===== src/shared/ser_params.svh =====
// constants for the status and event reporting block
`ifndef SER_PARAMS_SVH
`define SER_PARAMS_SVH
`define SER_BUF_DEPTH     128
`define SER_PTR_W         8
`define SER_IDX_W         7
`define SER_EVT_RST       8'h80
`define SER_MASK_RST      8'h00
`define SER_BIT_MSS       6
`define SER_BIT_ESB       5
`define SER_BIT_MAV       4
`define SER_BIT_PON       7
`define SER_BIT_URQ       6
`define SER_BIT_CME       5
`define SER_BIT_EXE       4
`define SER_BIT_DDE       3
`define SER_BIT_QYE       2
`define SER_BIT_RQC       1
`define SER_BIT_OPC       0
`define SER_SRE_USED      8'h30
`endif


===== src/shared/ser_pkg.sv =====
// types for the status and event reporting block
package ser_pkg;
	typedef enum logic [3:0] {
		SER_OP_NONE    = 4'h0,
		SER_OP_CLS     = 4'h1,
		SER_OP_ESE_SET = 4'h2,
		SER_OP_ESE_QRY = 4'h3,
		SER_OP_ESR_QRY = 4'h4,
		SER_OP_SRE_SET = 4'h5,
		SER_OP_SRE_QRY = 4'h6,
		SER_OP_STB_QRY = 4'h7
	} ser_op_t;

	typedef struct packed {
		ser_op_t    op;
		logic [7:0] data;
	} ser_cmd_t;

	typedef struct packed {
		logic cmd_err;
		logic exe_err;
		logic dev_err;
		logic qry_err;
		logic opc_done;
	} ser_evt_t;
endpackage : ser_pkg


===== src/design/ser_core.sv =====
// status byte, event flags and message buffers of the instrument
//
// What this block does
// (RULE1) response buffer of 128 bytes, emptied when read
// (RULE2) flush output on power-on, query error, clear, switch
// (RULE3) command input buffer of 128 bytes
// (RULE4) interface switch discards buffers, clears status
// (RULE5) 8-bit status byte presented for serial poll
// (RULE6) enabled bit rising sets summary, raises request
// (RULE7) status query does not clear summary bit
// (RULE8) bit 5 set by masked event flags
// (RULE9) bit 4 set while a response is queued
// (RULE10) request enable mask gates summary and request
// (RULE11) event flags clear on clear, read, power, switch
// (RULE12) event enable mask gates event summary
// (RULE13) power-on flag set on power-up and switch
// (RULE14) event bits 6 and 1 never set
// (RULE15) command error sets event bit 5
// (RULE16) execution error sets event bit 4
// (RULE17) device error sets event bit 3
// (RULE18) query error sets bit 2, empties output
// (RULE19) operation complete sets event bit 0
// (RULE20) status and flags read only, masks read/write
// (RULE21) unused status bits read zero, never request
// (RULE22) query error means no response sent
`timescale 1ns/1ps
`include "ser_params.svh"
module ser_core
	import ser_pkg::*;
(
	// clock and reset
	input  wire logic       i_core_clk,
	input  wire logic       i_nrst,
	// interface events
	input  wire logic       i_if_switch,
	input  wire logic       i_dev_clear,
	input  wire logic       i_prog_start,
	input  wire logic       i_poll,
	// incoming program bytes
	input  wire logic       i_in_valid,
	input  wire logic [7:0] i_in_byte,
	output logic            o_in_ready,
	// program bytes to the parser
	output logic            o_cmd_valid,
	output logic [7:0]      o_cmd_byte,
	input  wire logic       i_cmd_ready,
	// common commands and error events
	input  wire ser_cmd_t   i_cmd,
	input  wire ser_evt_t   i_evt,
	output logic            o_reg_valid,
	output logic [7:0]      o_reg_data,
	// response bytes from the formatter
	input  wire logic       i_rsp_valid,
	input  wire logic [7:0] i_rsp_byte,
	input  wire logic       i_rsp_end,
	input  wire logic       i_rsp_abort,
	output logic            o_rsp_ready,
	// response bytes to the host
	output logic            o_out_valid,
	output logic [7:0]      o_out_byte,
	output logic            o_out_last,
	input  wire logic       i_out_ready,
	input  wire logic       i_out_read_req,
	// serial poll status
	output logic [7:0]      o_status_byte,
	output logic            o_srq
);
	function automatic logic [`SER_PTR_W-1:0] ser_fill(
		input logic [`SER_PTR_W-1:0] wr,
		input logic [`SER_PTR_W-1:0] rd);
		ser_fill = wr - rd;
	endfunction : ser_fill

	// input buffer
	logic [7:0]            in_mem_q [`SER_BUF_DEPTH];
	logic [`SER_PTR_W-1:0] in_wr_q, in_wr_d, in_rd_q, in_rd_d;
	logic                  in_push, in_pop;

	// output buffer
	logic [8:0]            out_mem_q [`SER_BUF_DEPTH];
	logic [`SER_PTR_W-1:0] ow_q, ow_d, oc_q, oc_d, or_q, or_d;
	logic [`SER_PTR_W-1:0] msgs_q, msgs_d;
	logic                  out_push, out_pop, out_flush, read_empty;
	logic                  qye_set;

	// status registers
	logic [7:0]            evt_q, evt_d, ese_q, ese_d, sre_q, sre_d;
	logic [7:0]            stb_q, stb_d, evt_set;
	logic [1:0]            src_prev_q, src_en;
	logic                  srq_q, srq_d, event_summary_bit, message_available_bit, master_summary_bit, rise;
	logic                  rv_q, rv_d;
	logic [7:0]            rd_q, rd_d;

	// (RULE3) input storage
	assign o_in_ready  = ser_fill(in_wr_q, in_rd_q) != 8'h80;
	assign o_cmd_valid = in_wr_q != in_rd_q;
	assign o_cmd_byte  = in_mem_q[in_rd_q[`SER_IDX_W-1:0]];
	assign in_push     = i_in_valid && o_in_ready;
	assign in_pop      = o_cmd_valid && i_cmd_ready;

	always_comb begin
		in_wr_d = in_wr_q + (in_push ? 8'h01 : 8'h00);
		in_rd_d = in_rd_q + (in_pop ? 8'h01 : 8'h00);
		// (RULE4) switch discards input
		if (i_if_switch || i_dev_clear) begin
			in_wr_d = 8'h00;
			in_rd_d = 8'h00;
		end
	end

	always_ff @(posedge i_core_clk or negedge i_nrst) begin
		if (!i_nrst) begin
			in_wr_q <= 8'h00;
			in_rd_q <= 8'h00;
		end else begin
			in_wr_q <= in_wr_d;
			in_rd_q <= in_rd_d;
		end
	end

	always_ff @(posedge i_core_clk) begin
		if (in_push)
			in_mem_q[in_wr_q[`SER_IDX_W-1:0]] <= i_in_byte;
	end

	// (RULE1) output storage
	assign o_rsp_ready = ser_fill(ow_q, or_q) != 8'h80;
	assign o_out_valid = oc_q != or_q;
	assign o_out_byte  = out_mem_q[or_q[`SER_IDX_W-1:0]][7:0];
	assign o_out_last  = out_mem_q[or_q[`SER_IDX_W-1:0]][8];
	assign out_push    = i_rsp_valid && o_rsp_ready && !i_rsp_abort;
	assign out_pop     = o_out_valid && i_out_ready;
	// (RULE18) query error sources
	assign read_empty  = i_out_read_req && !o_out_valid;
	assign qye_set     = i_evt.qry_err || read_empty ||
		(i_prog_start && (ow_q != or_q));
	// (RULE2) flush sources
	assign out_flush   = qye_set || i_dev_clear || i_if_switch;

	always_comb begin
		ow_d   = ow_q + (out_push ? 8'h01 : 8'h00);
		oc_d   = oc_q;
		or_d   = or_q + (out_pop ? 8'h01 : 8'h00);
		msgs_d = msgs_q;
		if (out_push && i_rsp_end) begin
			oc_d = ow_d;
			msgs_d = msgs_d + 8'h01;
		end
		if (out_pop && o_out_last)
			msgs_d = msgs_d - 8'h01;
		// (RULE22) errored reply dropped
		if (i_rsp_abort)
			ow_d = oc_q;
		// (RULE2) empty output buffer
		if (out_flush) begin
			ow_d   = 8'h00;
			oc_d   = 8'h00;
			or_d   = 8'h00;
			msgs_d = 8'h00;
		end
	end

	always_ff @(posedge i_core_clk or negedge i_nrst) begin
		if (!i_nrst) begin
			ow_q   <= 8'h00;
			oc_q   <= 8'h00;
			or_q   <= 8'h00;
			msgs_q <= 8'h00;
		end else begin
			ow_q   <= ow_d;
			oc_q   <= oc_d;
			or_q   <= or_d;
			msgs_q <= msgs_d;
		end
	end

	always_ff @(posedge i_core_clk) begin
		if (out_push)
			out_mem_q[ow_q[`SER_IDX_W-1:0]] <= {i_rsp_end, i_rsp_byte};
	end

	// event flag sources
	always_comb begin
		evt_set = 8'h00;
		// (RULE13) power-on flag
		evt_set[`SER_BIT_PON] = i_if_switch;
		// (RULE15) command error
		evt_set[`SER_BIT_CME] = i_evt.cmd_err;
		// (RULE16) execution error
		evt_set[`SER_BIT_EXE] = i_evt.exe_err;
		// (RULE17) device error
		evt_set[`SER_BIT_DDE] = i_evt.dev_err;
		// (RULE18) query error
		evt_set[`SER_BIT_QYE] = qye_set;
		// (RULE19) operation complete
		evt_set[`SER_BIT_OPC] = i_evt.opc_done;
	end

	// (RULE12) masked event summary
	assign event_summary_bit    = |(evt_q & ese_q);
	// (RULE9) queued message present
	assign message_available_bit    = msgs_q != 8'h00;
	// (RULE10) request mask gating
	assign src_en = {event_summary_bit, message_available_bit} & sre_q[`SER_BIT_ESB:`SER_BIT_MAV];
	assign master_summary_bit    = |src_en;
	assign rise   = |(src_en & ~src_prev_q);

	always_comb begin
		evt_d = evt_q;
		ese_d = ese_q;
		sre_d = sre_q;
		srq_d = srq_q;
		rv_d  = 1'b0;
		rd_d  = rd_q;
		// (RULE20) command access
		unique case (i_cmd.op)
			SER_OP_CLS: evt_d = 8'h00;
			SER_OP_ESE_SET: ese_d = i_cmd.data;
			SER_OP_SRE_SET: sre_d = i_cmd.data;
			SER_OP_ESE_QRY: begin
				rv_d = 1'b1;
				rd_d = ese_q;
			end
			SER_OP_SRE_QRY: begin
				rv_d = 1'b1;
				rd_d = sre_q;
			end
			// (RULE7) query keeps summary
			SER_OP_STB_QRY: begin
				rv_d = 1'b1;
				rd_d = stb_q;
			end
			// (RULE11) read then clear
			SER_OP_ESR_QRY: begin
				rv_d  = 1'b1;
				rd_d  = evt_q;
				evt_d = 8'h00;
			end
			default: ;
		endcase
		// (RULE4) switch clears status
		if (i_if_switch) begin
			evt_d = 8'h00;
			ese_d = `SER_MASK_RST;
			sre_d = `SER_MASK_RST;
			srq_d = 1'b0;
		end
		// (RULE14) unused flags stay zero
		evt_d = (evt_d | evt_set) & 8'hBD;
		if (i_poll)
			srq_d = 1'b0;
		// (RULE6) request on rising bit
		if (rise)
			srq_d = 1'b1;
		// (RULE21) undefined bits zero
		stb_d = 8'h00;
		stb_d[`SER_BIT_MSS] = master_summary_bit;
		// (RULE8) event summary bit
		stb_d[`SER_BIT_ESB] = event_summary_bit;
		stb_d[`SER_BIT_MAV] = message_available_bit;
	end

	always_ff @(posedge i_core_clk or negedge i_nrst) begin
		if (!i_nrst) begin
			// (RULE13) power-up flag
			evt_q      <= `SER_EVT_RST;
			ese_q      <= `SER_MASK_RST;
			sre_q      <= `SER_MASK_RST;
			stb_q      <= 8'h00;
			src_prev_q <= 2'b00;
			srq_q      <= 1'b0;
			rv_q       <= 1'b0;
			rd_q       <= 8'h00;
		end else begin
			evt_q      <= evt_d;
			ese_q      <= ese_d;
			sre_q      <= sre_d;
			stb_q      <= stb_d;
			src_prev_q <= src_en;
			srq_q      <= srq_d;
			rv_q       <= rv_d;
			rd_q       <= rd_d;
		end
	end

	// (RULE5) poll status outputs
	assign o_status_byte = stb_q;
	assign o_srq         = srq_q;
	assign o_reg_valid   = rv_q;
	assign o_reg_data    = rd_q;
endmodule : ser_core


===== config.mk =====
export PLATFORM = sky130hd
export DESIGN_NAME = ser_core
export DESIGN_NICKNAME = d
export VERILOG_FILES = /design/src/shared/ser_pkg.sv /design/src/design/ser_core.sv
export VERILOG_INCLUDE_DIRS = /design/src /design/src/shared
export SDC_FILE = /design/constraint.sdc
export NUM_CORES = 2
export LEC_CHECK = 0
export BUFFER_PORTS_ARGS = -buffer_cell sky130_fd_sc_hd__buf_2
export CELL_PAD_IN_SITES_DETAIL_PLACEMENT = 2
export CELL_PAD_IN_SITES_GLOBAL_PLACEMENT = 2
export CORE_MARGIN = 2
export CORE_UTILIZATION = 51
export CTS_CLUSTER_SIZE = 14
export DETAILED_ROUTE_END_ITERATION = 8
export PLACE_DENSITY = 0.83
export SLEW_MARGIN = 20
export SYNTH_ARGS = -nofsm -noshare
export SYNTH_HDL_FRONTEND = slang
export SYNTH_SLANG_ARGS = --single-unit
export TNS_END_PERCENT = 5

===== constraint.sdc =====
create_clock -name i_core_clk -period 5.5 [get_ports i_core_clk]
set_input_delay 0.275 -clock i_core_clk [delete_from_list [all_inputs] [get_ports i_core_clk]]
set_output_delay 0.275 -clock i_core_clk [all_outputs]
set_load 0.02 [all_outputs]

==> impl_metrics.yaml <==
run_status:
  status: "finished, violations left"
  violations: "setup timing"
setup_path:
  required_ns: 6.00
  crit_end: "out_mem_q[124][3]$_DFFE_PP_"
  cp-startpoint: "or_q[3]$_DFF_PN0_"
  reg2reg_to: "out_mem_q[124][3]$_DFFE_PP_"
  crit_path_max_fanout: 16
  crit_type: "reg2reg"
  startpoint_type: "flop"
  crit_chain: "inv_4 > ha_1 > o211a_1 > o21ai_0 > a211oi_4 > nor2_1 > nor2b_1 > and2_1 > nand3b_1 > buf_4 > nor2_1"
  worst_r2r_path_depth: 11
  cpPeakStageDelay_ns: 0.92
  critPathSlowestCell: "nor2_1"
  r2r_start: "or_q[3]$_DFF_PN0_"
  end_kind: "flop"
  cpMostUsedCell: "nor2_1"
  rrSetupSlack_ns: -0.07
  cp.arrival_ns: 6.07
timing:
  hold_violations: 0
  setup-violations-final: 38
  min_period_over_period: 1.012
  finalWorstSetupSlack_ns: -0.06684
  finalSetupTns_ns: -1.060
  min_period_ns: 5.567
  slew_violations: 0
  worst_pin_slew_ns: 1.225
  fin_hold_ws_ns: 0.02505
  rsz0062_at_grt: "true"
  fin_skew_ns: 0.04373
  fmax_mhz: 179.6
  slew_headroom: 0.1806
floorplan:
  fp.dieW_um: 421.5
  start_util: 0.5125
  coreArea_mm2: 0.1734
  die_h_um: 421.5
  row_count: 153
  io_pins: 85
  die_area_mm2: 0.1776
synthesis:
  yosys_register_bits: 2261
  synth_edf_count: 2176
  synthArstFlopShare: 0.03759
  synth.distinct_cells: 79
  synthCells: 4129
  ys_warn_count: 0
  ys.flop_type: "edfxtp_1"
  synth.avg_cell_area_um2: 21.53
  synth.yosys.seq_area_share: 0.7591
  syn_area_mm2: 0.08889
route:
  drt_wl_total_um: 348600
  drc: 0
  routedWlPerCell_um: 50.68
  vias: 49820
  dr.pass1.iters: 6
  drt-initial-drc-count: 7598
  vias_per_cell: 7.242
  ant_nets: 0
global_routing:
  grt_usage: 0.3961
  first_global_vias: 52240
  grt_pass1_wl_um: 476700
  grt_max_degree: 139
  grt_antenna_before_repair: 18
  grt_overflow: 0
power:
  power_density_mw_per_mm2: 362.8
  total_power_mw: 36.34
  leakage_nw: 30.53
  ir_drop_mv: 0.3441
clock_network:
  cts_root_buf: "clkbuf_16"
  path_clk_slew_ns: 0.07
  clock_path_buffers: 3
  cts_tree: "done"
  insertion_delay_ns: 0.89
  cts_max_level: 4
  cts_made_buffers: 225
  cts.sinks: 2261
layout:
  drive_above_1_share: 0.2719
  multi_input_area_mm2: 0.02050
  area_delta_synth_final_pct: 12.67
  fin_nets: 4421
  ff_latch_area_mm2: 0.06749
  fin_cells: 6879
  fill_cells: 13960
place:
  place_ws_ns: 0.1300
  place_inst: 6405
  dpl.hpwl_um: 200300
  gp_congestion: 0.8260
  portBuffers: 79
job:
  maxCapViolCount: 0
hold_path:
  min_path_type: "in2reg"
-- worst min path at each step --
stage               slack [ns]                         end           from  depth (start not counted)
global route              0.02  out_mem_q[51][4]$_DFFE_PP_  i_rsp_byte[4]                          1
CTS                      0.008   o_reg_data[6]$_DFFE_PN0P_       i_cmd[8]                          3
floorplan                -0.02        ese_q[0]$_DFFE_PN0P_         i_nrst                          0
detailed placement        0.26       o_reg_valid$_DFF_PN0_         i_nrst                          1
finish                    0.03  out_mem_q[48][4]$_DFFE_PP_  i_rsp_byte[4]                          1
global placement          0.26       o_reg_valid$_DFF_PN0_         i_nrst                          1
-- layout by cell type (no fill, tap or decap), types with 53 or more instances in the layout --
cell type and n:
buf_2 61, buf_4 87, clkbuf_1 66, clkbuf_16 229, dfrtp_1 78, edfxtp_1 2176
mux2i_1 82, mux4_2 658, nand2_1 134, nor2_1 297, nor2_2 53
-- where the power goes --
group	switching (mW)	total, mW	internal [mW]
combinational	0.645	0.828	0.183
clock	7.54	16.6	9.06
sequential	0.0281	18.9	18.9
total	8.22	36.3	28.1
-- critical path: cells and delay by family, from the launching register on --
kind,cells,cell delay [ns]
buffers and inverters,2,0.42
DFF,1,0.86
and+or+nand+nor,5,2.24
AOI/OAI and AO/OA,3,1.08
adders and majority gates,1,0.54
-- layer usage --
layer | global-route usage | share of wire
met1 | 0.4724 | 0.33
met2 | 0.6731 | 0.51
met3 | 0.07218 | 0.083
met4 | 0.2423 | 0.076
met5 | 0 | 0.00038
-- cell type report --
class | count | area share
multi-input combinational | 1621 | 0.2047
clock inverter | 122 | 0.01348
clock buffer | 304 | 0.06093
tap | 2325 | 0.02905
sequential | 2261 | 0.6739
timing repair buffer | 208 | 0.01653
inverter | 33 | 0.001287
antenna | 5 | 0.0001249
-- synth_stat cells, types with 4 or more instances --
cell type / count / share of area
mux4_2: 658 / 0.17
nand2_1: 135 / 0.0057
and3_1: 5 / 0.00035
clkbuf_1: 122 / 0.0052
nor2b_1: 21 / 0.0015
a22oi_1: 15 / 0.0013
nand2b_1: 4 / 0.00028
mux2i_1: 82 / 0.0092
inv_1: 29 / 0.0012
buf_2: 37 / 0.0021
and2_1: 9 / 0.00063
or3_1: 5 / 0.00035
nand3_1: 39 / 0.0022
xnor2_1: 32 / 0.0032
buf_4: 16 / 0.0014
a21o_1: 5 / 0.00042
edfxtp_1: 2176 / 0.74
buf_1: 41 / 0.0017
mux2_2: 7 / 0.00089
dfrtp_1: 84 / 0.024
o22ai_1: 10 / 0.00070
o21ai_0: 19 / 0.0011
o221ai_1: 18 / 0.0018
nor3_1: 25 / 0.0014
o311ai_0: 4 / 0.00039
nand4_1: 16 / 0.0011
a31oi_1: 6 / 0.00042
a21oi_1: 47 / 0.0026
xor2_1: 9 / 0.00089
ha_1: 25 / 0.0035
nor2_1: 350 / 0.015
a211oi_1: 12 / 0.0010
-- sequential cells by signal (all words and copies together) (netlist names), 2 cells and up --
name / count
sre_q: 8
or_q: 8
in_rd_q: 8
in_wr_q: 8
o_reg_data: 8
o_status_byte: 3
ow_q: 8
src_prev_q: 2
evt_q: 6
out_mem_q: 1152
ese_q: 8
msgs_q: 8
in_mem_q: 1024
oc_q: 8
-- cells by family (layout without fill, tap and decap cells) --
| group | Yosys count | in the layout | share of synthesized area |
|---|---|---|---|
| AOI/OAI and AO/OA | 167 | 167 | 0.01337 |
| xor gates and xnor gates | 42 | 42 | 0.004223 |
| adders and majority gates | 25 | 25 | 0.003519 |
| buffers and inverters | 251 | 667 | 0.01199 |
| DFF | 2261 | 2261 | 0.7591 |
| muxes | 748 | 748 | 0.1770 |
| other | 1 | 10 | 0.00004219 |
| and+or+nand+nor | 634 | 634 | 0.03076 |
-- what timing repair did --
| item | 4_1_cts | 5_1_grt |
|---|---|---|
| endpoints found under the setup margin | 9 | 37 |
| hold buffers | 39 | 1 |
| setup buffers | 0 | 0 |
| resized for setup | 1 | 7 |
| hold endpoints to repair | 419 | 36 |
-- metrics by stage --
stage	util	area [um2]
after floorplan	-	88900
after global placement	0.5307	92040
after detailed placement	0.5307	92040
after CTS	0.5760	99900
after global routing	0.5773	100100
final	0.5774	100100
Note: power is estimated with default switching activity, not from simulation.
